File: config.mk
export PLATFORM = sky130hd
export DESIGN_NAME = igc_slave
export DESIGN_NICKNAME = d
export VERILOG_FILES = /design/src/igc_pkg.sv /design/src/igc_sync.sv /design/src/igc_slave.sv
export VERILOG_INCLUDE_DIRS = /design/src
export SDC_FILE = /design/constraint.sdc
export NUM_CORES = 1
export LEC_CHECK = 0
export BUFFER_PORTS_ARGS = -buffer_cell sky130_fd_sc_hd__buf_2
export CORE_ASPECT_RATIO = 0.6
export CORE_MARGIN = 2
export CORE_UTILIZATION = 59
export CTS_CLUSTER_DIAMETER = 120
export CTS_CLUSTER_SIZE = 16
export DETAILED_ROUTE_END_ITERATION = 7
export PLACE_DENSITY = 0.85
export SLEW_MARGIN = 25
export SYNTH_ARGS = -nofsm -noshare
export SYNTH_HDL_FRONTEND = slang
export SYNTH_HIERARCHICAL = 1
export SYNTH_SLANG_ARGS = --single-unit
File: constraint.sdc
create_clock -name clk_in -period 4.65 [get_ports clk_in]
set_input_delay 0.93 -clock clk_in [delete_from_list [all_inputs] [get_ports clk_in]]
set_output_delay 0.93 -clock clk_in [all_outputs]
set_load 0.02 [all_outputs]
File: src/igc_cfg.svh
/*
 Constants for the I2C slave acknowledge and general call block.
 Assumes inclusion by the package and the design modules only.
*/
`ifndef IGC_CFG_SVH
`define IGC_CFG_SVH

`define IGC_GC_ADDR 8'h00
`define IGC_GC_CMD_RESET 8'h06
`define IGC_GC_CMD_WRITE 8'h04
`define IGC_ID_GC_NONE 2'h0
`define IGC_ID_GC_RESET 2'h1
`define IGC_ID_GC_WRITE 2'h2
`define IGC_ID_GC_HW 2'h3
`define IGC_SLAVE_ADDR_RST 7'h00

`endif

File: src/igc_pkg.sv
/*
 Types shared by the I2C slave acknowledge and general call block.
 Assumes igc_cfg.svh is on the include path.
*/
`include "igc_cfg.svh"

package igc_pkg;

   // ==========================================================
   // Control bits from software
   typedef struct packed {
      logic sw_nack_next_byte;
      logic reserved_bit6;
      logic early_tx_request_irq_sel;
      logic gen_call_status_clear;
      logic hw_gen_call_enable;
      logic gen_call_enable;
      logic slave_enable;
   } igc_ctrl_t;

   // ==========================================================
   // General call status as seen by software
   typedef struct packed {
      logic gen_call_flag;
      logic [1:0] gen_call_id;
      logic hw_gen_call;
   } igc_gc_stat_t;

   typedef enum logic [5:0] {
      ST_IDLE = 6'h01,
      ST_ADDR = 6'h02,
      ST_AACK = 6'h04,
      ST_WDATA = 6'h08,
      ST_DACK = 6'h10,
      ST_READ = 6'h20
   } igc_state_t;

endpackage : igc_pkg

File: src/igc_sync.sv
/*
 Two-flop synchroniser for a pin level.
 Assumes the input is asynchronous to clk_in.
*/
`timescale 1ns/1ps

module igc_sync (
   input wire logic clk_in,
   input wire logic rst_in,
   input wire logic d_in,
   output logic q_out
);

   logic meta_reg;

   always_ff @(posedge clk_in or posedge rst_in) begin
      if (rst_in) begin
         meta_reg <= 1'b1;
         q_out <= 1'b1;
      end else begin
         meta_reg <= d_in;
         q_out <= meta_reg;
      end
   end

endmodule : igc_sync

File: src/igc_slave.sv
/*
 I2C slave bit engine with acknowledge control, transmit request timing
 and general call recognition (software and hardware general call).
 Assumes open-drain bus wires resolved outside; control bits are ports.
*/
`timescale 1ns/1ps
`include "igc_cfg.svh"

// Function
// - Software nack bit set: next data byte gets not-acknowledge instead of acknowledge.
// - Nack bit clear: hardware decides acknowledge for each received byte.
// - Early select set: transmit request just after clock rising edge in read bit.
// - Early select clear: transmit request just after clock falling edge in read bit.
// - Clear bit written one clears general call flag and ID.
// - Both enables set: byte after address 0x00 compared to alternate address.
// - General call enable: ack 0x00; data 0x06 resets, 0x04 sets status.
module igc_slave (
   input wire logic clk_in,
   input wire logic rst_in,
   input wire igc_pkg::igc_ctrl_t ctrl_in,
   input wire logic [6:0] slave_addr_in,
   input wire logic [7:0] alternate_address_reg_in,
   input wire logic [7:0] tx_data_in,
   input wire logic serial_clock_line_in,
   input wire logic sda_in,
   output logic sda_out,
   output logic sda_oe_out,
   output logic tx_request_out,
   output logic rx_valid_out,
   output logic [7:0] rx_data_out,
   output logic gc_reset_out,
   output igc_pkg::igc_gc_stat_t slave_status_reg_out
);
   import igc_pkg::*;

   // ==========================================================
   // Pin synchronisation and edge detection
   logic scl_s, sda_s, scl_d_reg, sda_d_reg;
   logic scl_rise, scl_fall, start_det, stop_det;

   igc_sync u_scl (.clk_in(clk_in), .rst_in(rst_in), .d_in(serial_clock_line_in), .q_out(scl_s));
   igc_sync u_sda (.clk_in(clk_in), .rst_in(rst_in), .d_in(sda_in), .q_out(sda_s));

   always_ff @(posedge clk_in or posedge rst_in) begin
      if (rst_in) begin
         scl_d_reg <= 1'b1;
         sda_d_reg <= 1'b1;
      end else begin
         scl_d_reg <= scl_s;
         sda_d_reg <= sda_s;
      end
   end

   assign scl_rise = scl_s & ~scl_d_reg;
   assign scl_fall = ~scl_s & scl_d_reg;
   assign start_det = scl_s & scl_d_reg & sda_d_reg & ~sda_s;
   assign stop_det = scl_s & scl_d_reg & ~sda_d_reg & sda_s;

   // ==========================================================
   // Bit engine
   igc_state_t state_reg;
   logic [7:0] shift_reg;
   logic [2:0] bit_cnt_reg;
   logic is_gc_reg, gc_data_reg, nack_pend_reg, master_nack_reg, in_slot_reg;
   logic [7:0] rx_byte;
   logic ack_this;

   assign rx_byte = {shift_reg[6:0], sda_s};

   function automatic logic addr_hit(input logic [7:0] b, input logic [6:0] a, input logic gce);
      addr_hit = (b[7:1] == a) || (gce && b == `IGC_GC_ADDR);
   endfunction : addr_hit

   // Hardware ack decision; software nack overrides it
   always_comb begin
      ack_this = ~nack_pend_reg;
   end

   always_ff @(posedge clk_in or posedge rst_in) begin
      if (rst_in) begin
         state_reg <= ST_IDLE;
         shift_reg <= 8'h00;
         bit_cnt_reg <= 3'h0;
         is_gc_reg <= 1'b0;
         gc_data_reg <= 1'b0;
         master_nack_reg <= 1'b0;
      end else if (!ctrl_in.slave_enable || stop_det || gc_reset_out) begin
         state_reg <= ST_IDLE;
         bit_cnt_reg <= 3'h0;
      end else if (start_det) begin
         state_reg <= ST_ADDR;
         bit_cnt_reg <= 3'h0;
         is_gc_reg <= 1'b0;
         gc_data_reg <= 1'b0;
      end else begin
         unique case (state_reg)
            ST_IDLE: begin
            end
            ST_ADDR: begin
               if (scl_rise) begin
                  shift_reg <= rx_byte;
                  bit_cnt_reg <= bit_cnt_reg + 3'h1;
                  if (bit_cnt_reg == 3'h7) begin
                     if (addr_hit(rx_byte, slave_addr_in, ctrl_in.gen_call_enable)) begin
                        state_reg <= ST_AACK;
                        is_gc_reg <= (rx_byte == `IGC_GC_ADDR);
                     end else begin
                        state_reg <= ST_IDLE;
                     end
                  end
               end
            end
            ST_AACK: begin
               if (scl_fall && in_slot_reg) begin
                  state_reg <= shift_reg[0] ? ST_READ : ST_WDATA;
                  shift_reg <= tx_data_in;
               end
            end
            ST_WDATA: begin
               if (scl_rise) begin
                  shift_reg <= rx_byte;
                  bit_cnt_reg <= bit_cnt_reg + 3'h1;
                  if (bit_cnt_reg == 3'h7) begin
                     state_reg <= ST_DACK;
                  end
               end
            end
            ST_DACK: begin
               if (scl_fall && in_slot_reg) begin
                  state_reg <= ack_this ? ST_WDATA : ST_IDLE;
                  gc_data_reg <= is_gc_reg;
               end
            end
            ST_READ: begin
               // Master acknowledge bit is sampled, not counted
               if (scl_rise && in_slot_reg) begin
                  master_nack_reg <= sda_s;
               end else if (scl_rise) begin
                  bit_cnt_reg <= bit_cnt_reg + 3'h1;
               end
               if (scl_fall && in_slot_reg) begin
                  if (master_nack_reg) begin
                     state_reg <= ST_IDLE;
                  end else begin
                     shift_reg <= tx_data_in;
                  end
               end else if (scl_fall && bit_cnt_reg != 3'h0) begin
                  shift_reg <= {shift_reg[6:0], 1'b0};
               end
            end
            default: state_reg <= ST_IDLE;
         endcase
      end
   end

   // ==========================================================
   // Acknowledge bit tracking: opened by one clock fall, closed by the next
   always_ff @(posedge clk_in or posedge rst_in) begin
      if (rst_in) begin
         in_slot_reg <= 1'b0;
      end else if (state_reg == ST_IDLE || state_reg == ST_ADDR || state_reg == ST_WDATA ||
            start_det || stop_det) begin
         in_slot_reg <= 1'b0;
      end else if (scl_fall) begin
         in_slot_reg <= ~in_slot_reg & (state_reg != ST_READ || bit_cnt_reg == 3'h0);
      end
   end

   // ==========================================================
   // Software nack is consumed by the next data acknowledge slot
   always_ff @(posedge clk_in or posedge rst_in) begin
      if (rst_in) begin
         nack_pend_reg <= 1'b0;
      end else if (ctrl_in.sw_nack_next_byte) begin
         nack_pend_reg <= 1'b1;
      end else if (state_reg == ST_DACK && scl_fall && in_slot_reg) begin
         nack_pend_reg <= 1'b0;
      end
   end

   // ==========================================================
   // Data line drive
   always_ff @(posedge clk_in or posedge rst_in) begin
      if (rst_in) begin
         sda_out <= 1'b1;
         sda_oe_out <= 1'b0;
      end else if (scl_fall) begin
         sda_out <= 1'b0;
         if (state_reg == ST_AACK && !in_slot_reg) begin
            sda_oe_out <= 1'b1;
         end else if (state_reg == ST_DACK && !in_slot_reg) begin
            sda_oe_out <= ack_this;
         end else if (state_reg == ST_AACK && shift_reg[0]) begin
            sda_oe_out <= ~tx_data_in[7];
         end else if (state_reg == ST_READ && in_slot_reg && !master_nack_reg) begin
            sda_oe_out <= ~tx_data_in[7];
         end else if (state_reg == ST_READ && !in_slot_reg && bit_cnt_reg != 3'h0) begin
            sda_oe_out <= ~shift_reg[6];
         end else begin
            sda_oe_out <= 1'b0;
         end
      end else if (state_reg == ST_IDLE || start_det || stop_det) begin
         sda_oe_out <= 1'b0;
      end
   end

   // ==========================================================
   // Transmit request during the read bit of the address byte
   logic read_bit_slot;
   assign read_bit_slot = (state_reg == ST_ADDR) && (bit_cnt_reg == 3'h7) && sda_s;

   always_ff @(posedge clk_in or posedge rst_in) begin
      if (rst_in) begin
         tx_request_out <= 1'b0;
      end else if (ctrl_in.early_tx_request_irq_sel) begin
         tx_request_out <= read_bit_slot && scl_rise &&
            addr_hit(rx_byte, slave_addr_in, ctrl_in.gen_call_enable);
      end else begin
         tx_request_out <= state_reg == ST_AACK && shift_reg[0] && scl_fall && !in_slot_reg;
      end
   end

   // ==========================================================
   // Received byte strobe
   always_ff @(posedge clk_in or posedge rst_in) begin
      if (rst_in) begin
         rx_valid_out <= 1'b0;
         rx_data_out <= 8'h00;
      end else begin
         rx_valid_out <= (state_reg == ST_DACK) && scl_fall && in_slot_reg && sda_oe_out;
         if ((state_reg == ST_DACK) && scl_fall && in_slot_reg && sda_oe_out) begin
            rx_data_out <= shift_reg;
         end
      end
   end

   // ==========================================================
   // General call status; a new event wins over a clear
   logic gc_byte_done;
   assign gc_byte_done = (state_reg == ST_WDATA) && scl_rise && bit_cnt_reg == 3'h7 && is_gc_reg && !gc_data_reg;

   always_ff @(posedge clk_in or posedge rst_in) begin
      if (rst_in) begin
         slave_status_reg_out <= '0;
         gc_reset_out <= 1'b0;
      end else begin
         gc_reset_out <= gc_byte_done && rx_byte == `IGC_GC_CMD_RESET;
         if (gc_byte_done && ctrl_in.hw_gen_call_enable && ctrl_in.gen_call_enable &&
               rx_byte == alternate_address_reg_in) begin
            slave_status_reg_out <= '{1'b1, `IGC_ID_GC_HW, 1'b1};
         end else if (gc_byte_done && rx_byte == `IGC_GC_CMD_RESET) begin
            slave_status_reg_out <= '{1'b1, `IGC_ID_GC_RESET, 1'b0};
         end else if (gc_byte_done && rx_byte == `IGC_GC_CMD_WRITE) begin
            slave_status_reg_out <= '{1'b1, `IGC_ID_GC_WRITE, 1'b0};
         end else if (ctrl_in.gen_call_status_clear) begin
            slave_status_reg_out <= '0;
         end
      end
   end

endmodule : igc_slave

==> summary.md <==
| Metric | Value |
|---|---|
| Fin cells | 334 |
| Synthesized Nets | roughly 260 |
| Rel. slew slack | 46.2% |
| Post-Syn Area | 2560 µm² |
| Top cell type's share of synthesized area | a little over a third |
| Tcrit/Tclk final | between 40% and 50% |
| Yosys top cell by area | dfrtp_1 |
| Unrepaired setup endpoints after global routing | false |
| R2r setup slk | between 2 and 2.5 ns |
| Synth async-reset ratio | 100% |
| Min Tclk post-route | between 2 and 2.5 ns |
| Vias in the first global route | between 1500 and 2000 |
| Synth Instances | about 220 |
| Final TNS setup | 0 ns |
| Die Y | 55.0 µm |
| Post-synth cell types | 64 |
| CP max stage cell | dfrtp_1 |
| Core area | around 4100 µm² |
| Post-CTS setup buffers | 0 |
| Crit path max fanout | 9 |
| Hold Fails Final Rpt | 0 |
| Crit start category | register |
| Crit-path most repeated cell | or3_4 |
| Row Count | 18 |
| Placed Cells incl. Taps | about 330 |
| PD cells | around 250 nW/µm² |
| Initial antenna violation count | 0 |
| Req. time, crit path | 4.84 ns |
| Post-Synth Adder-Cell Area | about 1.5% |
| Hold EP | u_scl/q_out |
| Clock sink count | 45 |
| Crit Path Class | reg -> reg |
| Via count | between 1500 and 2000 |
| Ys flop type | dfrtp_1 |
| Skew final | approximately 0.0086 ns |
| GR Util All Layers | between 20% and 30% |
| YS warnings | 6 |
| Maximum buffer depth of the clock tree | 2 |
| Avg WL per Cell | roughly 18 µm |
| EDFF count, synth | 0 |
| R2R depth | 5 |
| CTS tree | yes |
| Die Footprint | between 4000 and 5000 µm² |
| Min-delay src | u_scl/meta_reg |
| CTS HTree Levels | 2 |
| DR iter-0 viols | 190 |
| Die Wd | 89.1 µm |
| Most frequent cells in the layout | buf_2, dfrtp_1, inv_1, xnor2_1 |
| Final GP Congestion | 0.936 |
| Tightest Pin Transition | between 0.8 and 0.9 ns |
| Mux share of post-synthesis cell area | between 10% and 20% |
| Fmax | 435 MHz |
| Status | completed |
| Reg-to-reg startpoint | state_reg[4] |
| Final net count | 310 |
| Pre-antenna DRT Iters | 4 |
| Critical path buffers and inverters | 0 |
| Largest family of logic cells by synthesized area | simple AND/OR/NAND/NOR gates |
| Post-synthesis sequential area ratio | between 40 and 50% |
| Largest net degree at the start of global routing | 42 |
| Levels on crit path | 5 |
| Drt drc | 0 |
| Synth Area in Compound Gates | about an eighth |
| CTS Hold Bufs | 0 |
| Crit path max-delay family | simple AND/OR/NAND/NOR gates |
| Via/cell ratio | between 5 and 6 |
| CP endpoint kind | register |
| CTS Root Cell | clkbuf_8 |
| IO buf count | slightly below 50 |
| CTS clock-pin slew for the worst setup and hold paths | 0.09 ns |
| Cells along the critical path | or3_4, or3_4, o21ai_4, mux2_1, mux2_4 |
| # setup viols final | 0 |
| Routed Antenna Nets | 0 |
| Global-route wire length before repair | between 9000 and 10000 µm |
| Grt ovf | 0 |
| Max-slew violations | 0 |
| Max-Cap Viols | 0 |
| Synth Area in XOR/XNOR | under 10% |
| Cells taking the most area after synthesis | dfrtp_1, dfstp_2, mux2_4 |
| Starting Density | between 60% and 70% |
| Post_cts resized | 0 |
| Peak VDD IR | approximately 180 µV |
| Simple-Gate Fraction of Synth Area | roughly a fifth |
| Layout cells sized above 1 | roughly 36% |
| Hold depth | 0 |
| Register bit total from synthesis | 45 |
| Syn Area/Cell | 11.4 µm² |
| Clock Latency Late Sink | about 0.3 ns |
| Lkg Pwr | about 0.0015 µW |
| Drt total wl | ~5900 µm |
| Hold Path Class | reg -> reg |
| Detailed placement HPWL | roughly 4400 µm |
| Critical path arrival | around 2.5 ns |
| Commonest non-fill, non-tap cell in the layout | buf_2 |
| Syn-to-layout area delta | 14.5% |
| Reg-to-reg endpoint | shift_reg[3] |
| Filler instances | about 330 |
| Highest cell delay on the worst timing path | 0.49 ns |
| I/O Pins | 51 |
| Total CTS buffers | 5 |
| Ant diodes | 0 |
[layout make-up]
cell class,count,area [µm²],share of cell area (%)
clock buffer,5,68.8,2.35
clock inverter,3,21.3,0.725
inverter,12,45.0,1.54
multi-input combinational,159,1340,45.5
sequential,45,1140,38.7
tap,60,75.1,2.56
timing repair buffer,50,253,8.61
[per-layer routing]
metal	vias to the layer above	share of wire (%)	track usage, %
met5	-	0	0
met4	0	1.5	7.71
met3	10	7.6	5.49
met2	91	43	39.9
met1	961	48	38.4
li1	913	-	-
[synth_stat cells, types with 6 or more instances]
cell type  instances
dfrtp_1           37
dfstp_2            8
inv_1             12
mux2_1             8
mux2_2             9
mux2_4             8
nand2_1            9
nand2b_1           6
nand3b_1           6
nor2_1             9
xnor2_1           11
xor2_1             7
[report_power, final]
part	internal, µW	switching, µW	leakage (µW)
logic	34.6	36.3	0.000831
registers	401	15.6	0.000594
clock network	107	139	0.0000445
[logic make-up (layout without fill, tap and decap cells)]
kind of cell	after synthesis	after routing
AO/OA/AOI/OAI	37	37
XOR/XNOR	18	18
adder cells (fa/ha/maj)	3	3
buffers and inverters	20	70
flip-flops	45	45
multiplexers	27	27
AND/OR/NAND/NOR	74	74
[stage by stage]
step                hold WS, ns  util (%)  instance area (µm²)  power [µW]  setup WS, ns
finish                    0.359      70.8                 2930         732          2.35
global route              0.368      70.8                 2930         763          2.25
CTS                       0.360      70.8                 2930         737          2.37
detailed placement        0.348      68.6                 2840         494          2.06
global placement          0.346      68.6                 2840         490          2.07
floorplan                 0.345         -                 2560         465          2.43
[worst max-delay path by stage]
stage,from,endpoint,slack (ns)
after floorplan,ctrl_in[0],shift_reg[0],2.43
after global placement,ctrl_in[0],shift_reg[3],2.07
after detailed placement,ctrl_in[0],shift_reg[7],2.06
after CTS,state_reg[4],shift_reg[3],2.37
after global routing,state_reg[3],shift_reg[3],2.25
final,state_reg[4],shift_reg[3],2.35
Note: power is estimated with default switching activity, not from simulation.
